### config.mk
export PLATFORM = sky130hd
export DESIGN_NAME = dorc_control_regs
export DESIGN_NICKNAME = d
export VERILOG_FILES = /design/src/rtl/dorc_pkg.sv /design/src/rtl/dorc_gate_if.sv /design/src/rtl/dorc_output_gate.sv /design/src/rtl/dorc_control_regs.sv
export VERILOG_INCLUDE_DIRS = /design/src /design/src/rtl
export SDC_FILE = /design/constraint.sdc
export NUM_CORES = 1
export LEC_CHECK = 0
export BUFFER_PORTS_ARGS = -buffer_cell sky130_fd_sc_hd__buf_2
export CORE_MARGIN = 8
export CORE_UTILIZATION = 50
export DETAILED_ROUTE_END_ITERATION = 6
export PLACE_DENSITY = 0.88
export RECOVER_POWER = 50
export REMOVE_ABC_BUFFERS = 1
export SYNTH_ARGS = -nofsm -noshare
export SYNTH_HDL_FRONTEND = slang
export SYNTH_SLANG_ARGS = --single-unit
### constraint.sdc
create_clock -name REF_CLK -period 2.3 [get_ports REF_CLK]
set_input_delay 0.69 -clock REF_CLK [delete_from_list [all_inputs] [get_ports REF_CLK]]
set_output_delay 0.69 -clock REF_CLK [all_outputs]
set_load 0.005 [all_outputs]
### src/rtl/dorc_consts.svh
// constants for the door driver output control register bank
`ifndef DORC_CONSTS_SVH
`define DORC_CONSTS_SVH

`define DORC_ADDR_BRIDGE 6'h00
`define DORC_ADDR_LAMP 6'h01
`define DORC_MASK_BRIDGE 16'hfff1
`define DORC_MASK_LAMP 16'hfffe
`define DORC_RESET_WORD 16'h0000
`define DORC_MODE_BIT 0
`define DORC_BRIDGE_LSB 4
`define DORC_BRIDGE_MSB 15
`define DORC_PWM_B_BRIDGE 4
`define DORC_L7_HI 15
`define DORC_L7_LO 14
`define DORC_L8_HI 13
`define DORC_L8_LO 12
`define DORC_L9 11
`define DORC_L10 10
`define DORC_L11 9
`define DORC_PULLDOWN_BIT 8
`define DORC_DAC_HI 7
`define DORC_DAC_LO 2
`define DORC_MIRROR_EN_BIT 1
`define DORC_DAC_ZERO 6'h00
`define DORC_DAC_CLAMP 6'h33
`define DORC_CODE_BULB 2'b10
`define DORC_SETTLE_US 100
`define DORC_CLK_MHZ 40
`define DORC_SETTLE_CYCLES (`DORC_SETTLE_US * `DORC_CLK_MHZ)
`define DORC_TIMER_W 13

`endif

### src/rtl/dorc_pkg.sv
// types for the door driver output control register bank
package dorc_pkg;
  typedef enum logic [1:0]
  {
    DORC_STANDBY = 2'b00,
    DORC_SETTLING = 2'b01,
    DORC_ACTIVE = 2'b10
  } dorc_state_type;
endpackage

### src/rtl/dorc_gate_if.sv
// interface carrying enables and pwm sources into the output gating
`timescale 1ns/10ps
interface dorc_gate_if;
  logic run;
  logic [5:0] bridge_high;
  logic [5:0] bridge_low;
  logic [5:0] bridge_pwm_sel;
  logic [4:0] lamp_on;
  logic [4:0] lamp_pwm_sel;
  logic [4:0] lamp_pwm_src;
  logic pwm_a;
  logic pwm_b;
  modport ctrl (output run, bridge_high, bridge_low, bridge_pwm_sel, lamp_on, lamp_pwm_sel,
    lamp_pwm_src, pwm_a, pwm_b);
  modport gate (input run, bridge_high, bridge_low, bridge_pwm_sel, lamp_on, lamp_pwm_sel,
    lamp_pwm_src, pwm_a, pwm_b);
endinterface

### src/rtl/dorc_output_gate.sv
// output gating of bridge and lamp drivers by enable, pwm and readiness
`timescale 1ns/10ps
`include "dorc_consts.svh"
module dorc_output_gate
  import dorc_pkg::*;
(
  input wire logic clk,
  input wire logic rst_n,
  dorc_gate_if.gate g,
  output logic [5:0] high_on,
  output logic [5:0] low_on,
  output logic [4:0] lamp_drive
);
  logic [5:0] next_high_on;
  logic [5:0] next_low_on;
  logic [4:0] next_lamp_drive;
  logic [5:0] gate_ok;

  // bridge 5 follows pwm_b, all others pwm_a
  function automatic logic bridge_pwm(input int idx, input logic a, input logic b);
    return (idx == `DORC_PWM_B_BRIDGE) ? b : a;
  endfunction

  always_comb
  begin
    next_high_on = 6'h00;
    next_low_on = 6'h00;
    next_lamp_drive = 5'h00;
    gate_ok = 6'h00;
    for (int i = 0; i < 6; i++)
    begin
      gate_ok[i] = g.run &&
        (!g.bridge_pwm_sel[i] || bridge_pwm(i, g.pwm_a, g.pwm_b));
      // 11 is high impedance, so the two sides never conduct together
      next_high_on[i] = gate_ok[i] && g.bridge_high[i] && !g.bridge_low[i];
      next_low_on[i] = gate_ok[i] && g.bridge_low[i] && !g.bridge_high[i];
    end
    for (int j = 0; j < 5; j++)
    begin
      next_lamp_drive[j] = g.run && g.lamp_on[j] &&
        (!g.lamp_pwm_sel[j] || g.lamp_pwm_src[j]);
    end
  end

  always_ff @(posedge clk)
  begin
    if (!rst_n)
    begin
      high_on <= 6'h00;
      low_on <= 6'h00;
      lamp_drive <= 5'h00;
    end
    else
    begin
      high_on <= next_high_on;
      low_on <= next_low_on;
      lamp_drive <= next_lamp_drive;
    end
  end
endmodule

### src/rtl/dorc_control_regs.sv
// control and status register bank of the door load driver
//
// Operation
// - supply/overcurrent flag ORs all those faults
// - underload flag ORs underloads, maskable, first-bridge mask
// - standby-to-active sets not-ready, timer blocks outputs
// - bridge with pwm select follows its pwm pin
// - writing mode bit one enters active mode
// - clearing mode bit clears registers, outputs off
// - lamp codes 01 led, 10 bulb; others single-bit
// - lamp with pwm select follows selected source
// - pulldown only when enabled and dac zero
// - pulldown with pwm select follows pwm_a
// - dac field sets reference, clamped without full scale
// - reference is code times 1.5/64, full scale unclamped
// - mirror enable drives pass transistor output
// - mirror enable forces lamp channel ten on
`timescale 1ns/10ps
`include "dorc_consts.svh"
module dorc_control_regs
  import dorc_pkg::*;
(
  input wire logic REF_CLK,
  input wire logic RSTN,
  input wire logic WR_EN,
  input wire logic RD_EN,
  input wire logic [5:0] ADDR,
  input wire logic [15:0] WR_DATA,
  output logic [15:0] RD_DATA,
  input wire logic [2:0] SUPPLY_FAULT,
  input wire logic [10:0] OVERCURRENT,
  input wire logic [5:0] BRIDGE_HIGH_UNDERLOAD,
  input wire logic [5:0] BRIDGE_LOW_UNDERLOAD,
  input wire logic [4:0] LAMP_UNDERLOAD,
  input wire logic UNDERLOAD_MASK,
  input wire logic FIRST_BRIDGE_UNDERLOAD_MASK,
  input wire logic [5:0] BRIDGE_PWM_SELECT,
  input wire logic [4:0] LAMP_PWM_SELECT,
  input wire logic [1:0] LAMP_INTERNAL_SELECT,
  input wire logic PULLDOWN_PWM_SELECT,
  input wire logic FULL_SCALE_SELECT,
  input wire logic INTERNAL_PWM,
  input wire logic PWM_INPUT_A,
  input wire logic PWM_INPUT_B,
  output logic SUPPLY_OR_OVERCURRENT_FLAG,
  output logic UNDERLOAD_FLAG,
  output logic NOT_READY_FLAG,
  output logic ACTIVE_MODE,
  output logic [5:0] HIGH_SIDE_ON,
  output logic [5:0] LOW_SIDE_ON,
  output logic [4:0] LAMP_ON,
  output logic LAMP7_BULB_MODE,
  output logic LAMP8_BULB_MODE,
  output logic MIRROR_PULLDOWN_ON,
  output logic PASS_TRANSISTOR_DRIVE,
  output logic [5:0] MIRROR_REFERENCE_CODE
);
  // ----------------------------------------------------------------
  // input synchronisers
  // ----------------------------------------------------------------
  logic [1:0] pwm_a_meta;
  logic [1:0] pwm_b_meta;
  logic pwm_a_sync;
  logic pwm_b_sync;
  logic [1:0] next_pwm_a_meta;
  logic [1:0] next_pwm_b_meta;

  always_comb
  begin
    next_pwm_a_meta = {pwm_a_meta[0], PWM_INPUT_A};
    next_pwm_b_meta = {pwm_b_meta[0], PWM_INPUT_B};
  end

  always_ff @(posedge REF_CLK)
  begin
    if (!RSTN)
    begin
      pwm_a_meta <= 2'h0;
      pwm_b_meta <= 2'h0;
    end
    else
    begin
      pwm_a_meta <= next_pwm_a_meta;
      pwm_b_meta <= next_pwm_b_meta;
    end
  end

  // only the second stage is read
  // config selects share this clock, so only the two pins are synchronised
  assign pwm_a_sync = pwm_a_meta[1];
  assign pwm_b_sync = pwm_b_meta[1];

  // ----------------------------------------------------------------
  // registers and mode sequencing
  // ----------------------------------------------------------------
  logic [15:0] bridge_reg;
  logic [15:0] lamp_reg;
  logic [15:0] next_bridge_reg;
  logic [15:0] next_lamp_reg;
  dorc_state_type state;
  dorc_state_type next_state;
  logic [`DORC_TIMER_W-1:0] timer;
  logic [`DORC_TIMER_W-1:0] next_timer;
  logic mode_write;
  logic mode_value;

  localparam logic [`DORC_TIMER_W-1:0] SETTLE_LAST =
    `DORC_TIMER_W'(`DORC_SETTLE_CYCLES - 1);

  // one strobe decode shared by the write, mode and read paths
  function automatic logic addr_hit(input logic en, input logic [5:0] a,
    input logic [5:0] target);
    return en && (a == target);
  endfunction

  assign mode_write = addr_hit(WR_EN, ADDR, `DORC_ADDR_BRIDGE);
  assign mode_value = WR_DATA[`DORC_MODE_BIT];

  always_comb
  begin
    next_bridge_reg = bridge_reg;
    next_lamp_reg = lamp_reg;
    next_state = state;
    next_timer = timer;
    if (mode_write)
      next_bridge_reg = WR_DATA & `DORC_MASK_BRIDGE;
    if (addr_hit(WR_EN, ADDR, `DORC_ADDR_LAMP))
      next_lamp_reg = WR_DATA & `DORC_MASK_LAMP;
    unique case (state)
      DORC_STANDBY:
      begin
        if (mode_write && mode_value)
        begin
          next_state = DORC_SETTLING;
          next_timer = `DORC_TIMER_W'(0);
        end
        else
        begin
          // standby keeps every field at zero except a write that sets the mode bit
          next_bridge_reg = `DORC_RESET_WORD;
          next_lamp_reg = `DORC_RESET_WORD;
        end
      end
      DORC_SETTLING:
      begin
        if (timer == SETTLE_LAST)
          next_state = DORC_ACTIVE;
        else
          next_timer = timer + `DORC_TIMER_W'(1);
      end
      DORC_ACTIVE:
      begin
      end
    endcase
    if (state != DORC_STANDBY && mode_write && !mode_value)
    begin
      // the host must wait the settling delay before setting mode again
      next_state = DORC_STANDBY;
      next_bridge_reg = `DORC_RESET_WORD;
      next_lamp_reg = `DORC_RESET_WORD;
    end
  end

  always_ff @(posedge REF_CLK)
  begin
    if (!RSTN)
    begin
      bridge_reg <= `DORC_RESET_WORD;
      lamp_reg <= `DORC_RESET_WORD;
      state <= DORC_STANDBY;
      timer <= `DORC_TIMER_W'(0);
    end
    else
    begin
      bridge_reg <= next_bridge_reg;
      lamp_reg <= next_lamp_reg;
      state <= next_state;
      timer <= next_timer;
    end
  end

  // ----------------------------------------------------------------
  // field decode and gating
  // ----------------------------------------------------------------
  dorc_gate_if gif();
  logic [5:0] dac_code;
  logic mirror_en;
  logic [1:0] lamp7_code;
  logic [1:0] lamp8_code;

  assign dac_code = lamp_reg[`DORC_DAC_HI:`DORC_DAC_LO];
  assign mirror_en = lamp_reg[`DORC_MIRROR_EN_BIT];
  assign lamp7_code = lamp_reg[`DORC_L7_HI:`DORC_L7_LO];
  assign lamp8_code = lamp_reg[`DORC_L8_HI:`DORC_L8_LO];

  // a lamp code drives only for 01 and 10
  function automatic logic code_on(input logic [1:0] code);
    return code[1] ^ code[0];
  endfunction

  // code 10 selects the high-current bulb drive
  function automatic logic is_bulb(input logic [1:0] code);
    return code == `DORC_CODE_BULB;
  endfunction

  // outputs trail the state by the one gating register
  assign gif.run = (state == DORC_ACTIVE);
  assign gif.pwm_a = pwm_a_sync;
  assign gif.pwm_b = pwm_b_sync;
  assign gif.bridge_pwm_sel = BRIDGE_PWM_SELECT;
  assign gif.lamp_pwm_sel = LAMP_PWM_SELECT;
  always_comb
  begin
    for (int i = 0; i < 6; i++)
    begin
      gif.bridge_high[i] = bridge_reg[`DORC_BRIDGE_MSB - 2 * i];
      gif.bridge_low[i] = bridge_reg[`DORC_BRIDGE_MSB - 1 - 2 * i];
    end
  end
  assign gif.lamp_on = {lamp_reg[`DORC_L11], lamp_reg[`DORC_L10] | mirror_en,
    lamp_reg[`DORC_L9], code_on(lamp8_code), code_on(lamp7_code)};
  // lamps 7 and 9 use pwm_a, 8 and 10 pwm_b, 11 pwm_a; 7 and 8 may take the internal unit
  assign gif.lamp_pwm_src = {pwm_a_sync, pwm_b_sync, pwm_a_sync,
    LAMP_INTERNAL_SELECT[1] ? INTERNAL_PWM : pwm_b_sync,
    LAMP_INTERNAL_SELECT[0] ? INTERNAL_PWM : pwm_a_sync};

  dorc_output_gate u_gate
  (
    .clk(REF_CLK),
    .rst_n(RSTN),
    .g(gif),
    .high_on(HIGH_SIDE_ON),
    .low_on(LOW_SIDE_ON),
    .lamp_drive(LAMP_ON)
  );

  // ----------------------------------------------------------------
  // status, mirror and read-back
  // ----------------------------------------------------------------
  logic next_supply_flag;
  logic next_underload_flag;
  logic next_pulldown;
  logic [5:0] next_ref_code;
  logic [15:0] next_rd_data;
  logic [5:0] bridge_underload_high;
  logic [5:0] bridge_underload_low;

  always_comb
  begin
    next_supply_flag = |SUPPLY_FAULT || |OVERCURRENT;
    bridge_underload_high = BRIDGE_HIGH_UNDERLOAD;
    bridge_underload_low = BRIDGE_LOW_UNDERLOAD;
    if (FIRST_BRIDGE_UNDERLOAD_MASK)
    begin
      bridge_underload_high[0] = 1'b0;
      bridge_underload_low[0] = 1'b0;
    end
    next_underload_flag = !UNDERLOAD_MASK &&
      (|bridge_underload_high || |bridge_underload_low || |LAMP_UNDERLOAD);
    next_pulldown = gif.run && lamp_reg[`DORC_PULLDOWN_BIT] && dac_code == `DORC_DAC_ZERO &&
      (!PULLDOWN_PWM_SELECT || pwm_a_sync);
    // analog reference is code*1.5/64; code 51 is the 1.2 V step
    next_ref_code = (!FULL_SCALE_SELECT && dac_code > `DORC_DAC_CLAMP) ?
      `DORC_DAC_CLAMP : dac_code;
    next_rd_data = `DORC_RESET_WORD;
    if (addr_hit(RD_EN, ADDR, `DORC_ADDR_BRIDGE))
      next_rd_data = bridge_reg;
    else if (addr_hit(RD_EN, ADDR, `DORC_ADDR_LAMP))
      next_rd_data = lamp_reg;
  end

  always_ff @(posedge REF_CLK)
  begin
    if (!RSTN)
    begin
      SUPPLY_OR_OVERCURRENT_FLAG <= 1'b0;
      UNDERLOAD_FLAG <= 1'b0;
      NOT_READY_FLAG <= 1'b0;
      ACTIVE_MODE <= 1'b0;
      LAMP7_BULB_MODE <= 1'b0;
      LAMP8_BULB_MODE <= 1'b0;
      MIRROR_PULLDOWN_ON <= 1'b0;
      PASS_TRANSISTOR_DRIVE <= 1'b0;
      MIRROR_REFERENCE_CODE <= 6'h00;
      RD_DATA <= 16'h0000;
    end
    else
    begin
      SUPPLY_OR_OVERCURRENT_FLAG <= next_supply_flag;
      UNDERLOAD_FLAG <= next_underload_flag;
      NOT_READY_FLAG <= (next_state == DORC_SETTLING);
      ACTIVE_MODE <= (next_state != DORC_STANDBY);
      LAMP7_BULB_MODE <= is_bulb(next_lamp_reg[`DORC_L7_HI:`DORC_L7_LO]);
      LAMP8_BULB_MODE <= is_bulb(next_lamp_reg[`DORC_L8_HI:`DORC_L8_LO]);
      MIRROR_PULLDOWN_ON <= next_pulldown;
      PASS_TRANSISTOR_DRIVE <= mirror_en && gif.run;
      MIRROR_REFERENCE_CODE <= next_ref_code;
      RD_DATA <= next_rd_data;
    end
  end
endmodule

== Yosys cells after proc, flatten, opt, wreduce, memory -nomap -nowiden ==
Cells that the tools add are included.
W data, S select, Z words.
Storage, ports and cells
  bits in registers: 98
Operators by class
  muxes and demuxes: 21
  equality and inequality tests: 9
  bitwise gates (word level): 4
  order comparisons: 1
  reductions and logical operators: 109
  add/sub/neg operators: 1
Operator list (count)
  $mux W16: 9
  $logic_and A1 B1 Y1: 53
  $logic_not A1 Y1: 27
  $mux W13: 2
  $pmux W13 S2: 1
  $logic_or A1 B1 Y1: 15
  $add A13 B1 Y13 const B: 1
  $eq A13 B12 Y1 const B: 1
  $logic_not A6 Y1: 2
  $reduce_or A6 Y1: 2
  $reduce_or A11 Y1: 1
  $eq A2 B2 Y1 const B: 3
  $eq A6 B1 Y1 const B: 1
  $gt A6 B6 Y1 const B: 1
  $mux W2: 3
  $mux W6: 1
  $reduce_bool A2 Y1: 3
  $reduce_or A5 Y1: 1
  $eq A2 B1 Y1 const B: 2
  $mux W1: 4
  $ne A2 B2 Y1 const B: 2
  $pmux W2 S2: 1
  $reduce_or A2 Y1: 2
  $reduce_and A3 Y1: 1
  other kinds (5): 6

== Depth between registers and ports, before layout ==
  depth after elaboration: 7
  mapped depth: 6
  mapped depth without buffers: 5

== Hierarchy ==
Synthesis repeated with hierarchy kept, for this count alone.
Unflattened totals
  cells, all modules: 383
  area, all modules: 3857.4 um2
By module, submodules not included
  dorc_control_regs: cells each 335, area each 3200.6 um2, times used 1
  dorc_output_gate: cells each 48, area each 656.9 um2, times used 1

== Least setup slack after synthesis ==
No wires, ideal clock.
  kind: in2reg
  start: in ADDR[5]
  end: reg lamp_reg[10]
  setup slack: 440 ps
  data required time: 2186 ps
  library setup time: 114 ps
  path buffers: 2
  stages: 6
  arrival time: 1746 ps
  cells stage by stage: nor3_2 -> and4_1 -> buf_4 -> buf_6 -> mux2i_1 -> nor2_1
Between the ends
  cells in the longest elaborated chain, start to end: 5
Ends and longest elaborated chain
  from (decl): line dorc_control_regs.sv:27  | input wire logic [5:0] ADDR,
  $eq A6 B1 Y1 / $logic_not A6 Y1 (equally long branches): line dorc_control_regs.sv:113  | return en && (a == target);
  $logic_and A1 B1 Y1: line dorc_control_regs.sv:113
  $mux W16 (tied with other cells): line dorc_control_regs.sv:127  | if (addr_hit(WR_EN, ADDR, `DORC_ADDR_LAMP))
  $mux W16 / $logic_and A1 B1 Y1 (equally long branches): line dorc_control_regs.sv:132, dorc_control_regs.sv:155
  $mux W16 / $reduce_or A2 Y1 (equally long branches)
  to (signal assigned): line dorc_control_regs.sv:169  | lamp_reg <= `DORC_RESET_WORD;
  to (signal assigned): line dorc_control_regs.sv:176  | lamp_reg <= next_lamp_reg;
  to (decl): line dorc_control_regs.sv:97  | logic [15:0] lamp_reg;
Parallel ways exist; a longest one is shown, timed or not.
A chain may end at the register's enable or synchronous reset.

== Worst setup path in the final report ==
  start: in ADDR[0]
  end: reg lamp_reg[15]
Between the ends
  cells in the longest elaborated chain, start to end: 6
Ends and longest elaborated chain
  $eq A6 B1 Y1 / $logic_not A6 Y1 (equally long branches): line dorc_control_regs.sv:113
  $logic_and A1 B1 Y1: line dorc_control_regs.sv:113
  $mux W16 / $logic_and A1 B1 Y1 (equally long branches): line dorc_control_regs.sv:127, dorc_control_regs.sv:132
  $mux W16: line dorc_control_regs.sv:132  | if (mode_write && mode_value)
  $mux W16: line dorc_control_regs.sv:129  | unique case (state)
  $mux W16 *: line dorc_control_regs.sv:155  | if (state != DORC_STANDBY && mode_write && !mode_value)
Every way passes the cells marked *; elsewhere a longest branch is shown, timed or not.

==> results.toml <==
[cts]
cts_num_sinks = 98
cts_hold_buf = 0
cts_tree = "done"
cts-root-to-sink-buffers = 2
cts_resized = 0
tritoncts_buffers = 9
post_cts.repair.setup_buffers = 0
clock_tree.htree_level_count = 3
clk_latency_ns = 0.36
cts.reportedPaths.clkPinSlew_ns = 0.10
cts-root-buf = "clkbuf_8"

[timing]
final_setup_skew_ns = 0.0133
max_clock_freq_mhz = 519
maxSlewHeadroom_pct = 42.8
timing_hold_violations_final = 0
finalCriticalPeriod_ns = 1.93
rsz0062_at_grt = "no"
worstMarginPinSlew_ns = 0.858
final_max_slew_viol_count = 0
setup_tns_ns = 0
setup-violations-final = 0
min_period_over_period_pct = 83.7
hold-worst-slack_ns = 0.451

[logic_synthesis]
register_bit_count_reported_by_yosys = 98
synthesized_area_fraction_occupied_by_xor_and_xnor_cells_pct = 2.34
synth-edff-count = 0
ys_dominant_reg_cell = "dfxtp_1"
synth_simple_gate_area_share_pct = 23.2
synthesized_area_per_cell_um2 = 9.88
syn-cell-area_um2 = 3750
synth.yosys.warnings = 0
synth_cells = 379
post_synthesis_sequential_area_ratio_pct = 52.4
synth_compound_area_share_pct = 8.28
synthDistinctLibCells = 48
yosys.area_share.adder_pct = 0.334
synth_top_family_by_area = "simple AND/OR/NAND/NOR gates"
fraction_of_synthesized_area_in_multiplexers_pct = 9.35
synth_async_sr_flop_share_pct = 0

[finish]
area_growth_pct = 23.3
drive_above_1_share_pct = 28.6
final_net_count = 587
layout.filler_cells = 583
final_cells = 613
antenna_cells_inserted = 0
final_core_util_pct = 63.7

[floorplan]
core_area_um2 = 7250
placement_rows = 31
die_outline_width_um = 103
initial_core_utilization_pct = 51.6
io-pin-count = 124
floorplan.die.height_um = 103
dieArea_um2 = 10500

[drt]
via_per_inst = 5.20
initialDrtViolationCount = 117
detail_route.drc_violations = 0
final_antenna_net_count = 0
drt_wl_total_um = 9660
wl_per_cell_um = 15.8
via_count = 3189
drtPass1Iterations = 4

[global_routing]
gr_layer_usage_met3_pct = 5.47
antenna_found_initial = 1
groute.layer.met2.usage_pct = 33.3
grt_start_max_net_pins = 30
grt_first_pass_wirelength_um = 15000
grt_overflow_total = 0
grt_busiest_layer = "met2"
grt_use_met1_pct = 20.0
vias_in_the_first_global_route = 3187
gr-usage-all-layers_pct = 18.3

[critical_path]
critPathRequiredTime_ns = 2.55
cp_cell_sequence = "clkbuf_1, nor4b_1, a31o_2, a21o_1, buf_12, nor2_1"
timing.critical_path.to_type = "flip-flop"
worstSetupPathType = "in2reg"
crit_path_max_fanout = 29
max_stage_delay_ns = 0.57
critical_path.startpoint_type = "input pin"
slowest_stage = "nor4b_1"
worst-endpoint-arrival_ns = 2.17

[power_and_ir_drop]
fin_total_pwr_mw = 2.91
power_density_nw_per_um2 = 630
leakagePower_nw = 1.84
max-vdd-ir-drop_mv = 0.260

[placement]
numPlacedInstances = 597
numPortBuffers = 123
hpwl_um = 7430
place.gp.congestion = 0.849

[worst_hold_path]
holdCritPathClass = "reg2reg"

[flow_run]
drv_cap = 0

[status]
outcome = "complete, no violations"
-- where the power goes --
group,leakage (nW),switching (mW),internal (mW),total (mW)
Clock,0.0998,0.627,0.446,1.07
Combinational,0.951,0.0614,0.0674,0.129
Sequential,0.790,0.00404,1.70,1.71
Total,1.84,0.693,2.21,2.91
-- synthesized netlist by cell type, drive strengths merged, types with 5 or more instances --
master	n	area [um2]
xnor2	7	61.3
nor3b	13	97.6
and3	8	50.1
dfxtp	98	1960
nor4	11	68.8
nor2	57	216
nand4	6	37.5
o21ai	13	68.8
inv	16	60.1
a21oi	20	149
and2	8	50.1
nor3	8	45.0
mux2i	35	350
nand2	28	108
nand3	5	25.0
buf	10	82.6
-- worst paths after layout --
check / start / endpoint / slack, ns / cells after the start
max: ADDR[0] / lamp_reg[15] / 0.37 / 6
max reg2reg: state[1] / u_gate.high_on[2] / 0.51 / 5
min reg2reg: pwm_b_meta[0] / pwm_b_meta[1] / 0.45 / 1
min: pwm_b_meta[0] / pwm_b_meta[1] / 0.45 / 1
-- worst max-delay path, delay by kind of cell --
family | cells | cell delay [ns]
AND/OR/NAND/NOR | 2 | 0.64
buffers and inverters | 2 | 0.34
AO/OA/AOI/OAI | 2 | 0.49
-- placed cells by master (no fill, tap or decap), types with 2 or more instances in the layout --
| cell type | instances |
|---|---|
| xnor2_1 | 7 |
| nor4_1 | 11 |
| a311oi_1 | 2 |
| inv_1 | 16 |
| inv_6 | 3 |
| buf_4 | 3 |
| buf_2 | 103 |
| dfxtp_1 | 98 |
| clkbuf_1 | 24 |
| and2_1 | 5 |
| and2_0 | 3 |
| nand4_1 | 6 |
| and3_1 | 8 |
| or3b_2 | 2 |
| clkbuf_8 | 10 |
| nor3_1 | 7 |
| a211oi_1 | 2 |
| buf_12 | 2 |
| nand2_1 | 27 |
| nand3_1 | 5 |
| a21oi_1 | 7 |
| and4_1 | 3 |
| or2_2 | 2 |
| a21oi_2 | 13 |
| xor2_1 | 3 |
| nor4b_1 | 2 |
| mux2i_1 | 35 |
| nor3b_1 | 13 |
| nor2_1 | 56 |
| nand3b_1 | 3 |
| clkinv_4 | 2 |
| o21ai_0 | 13 |
-- per-layer routing --
metal	share of wire (%)	up-vias
li1	-	1569
met1	41	1488
met2	49	113
met3	8.6	17
met4	1.4	2
met5	0.17	-
-- layout make-up --
| type | count | area, um2 | share of cell area (%) |
|---|---|---|---|
| flip-flops and latches | 98 | 1960 | 42.5 |
| clock inverters | 6 | 55.1 | 1.19 |
| well taps | 99 | 124 | 2.68 |
| repair buffers | 132 | 668 | 14.5 |
| multi-input cells | 252 | 1610 | 34.9 |
| inverters | 16 | 60.1 | 1.30 |
| clock buffers | 10 | 138 | 2.98 |
-- kinds of logic (layout without fill, tap and decap cells) --
logic type / Yosys count / after routing
buffers and inverters: 29 / 164
XOR/XNOR: 10 / 10
flip-flops: 98 / 98
adder cells (fa/ha/maj): 1 / 1
AND/OR/NAND/NOR: 163 / 163
AO/OA/AOI/OAI: 43 / 43
multiplexers: 35 / 35
-- stage by stage --
| stage | setup slack (ns) | cell area (um2) |
|---|---|---|
| floorplan | 0.149 | 3650 |
| global placement | 0.315 | 4480 |
| detailed placement | 0.272 | 4480 |
| CTS | 0.624 | 4680 |
| global route | 0.261 | 4620 |
| finish | 0.375 | 4620 |
No activity file was read; power rests on OpenSTA's default activity.
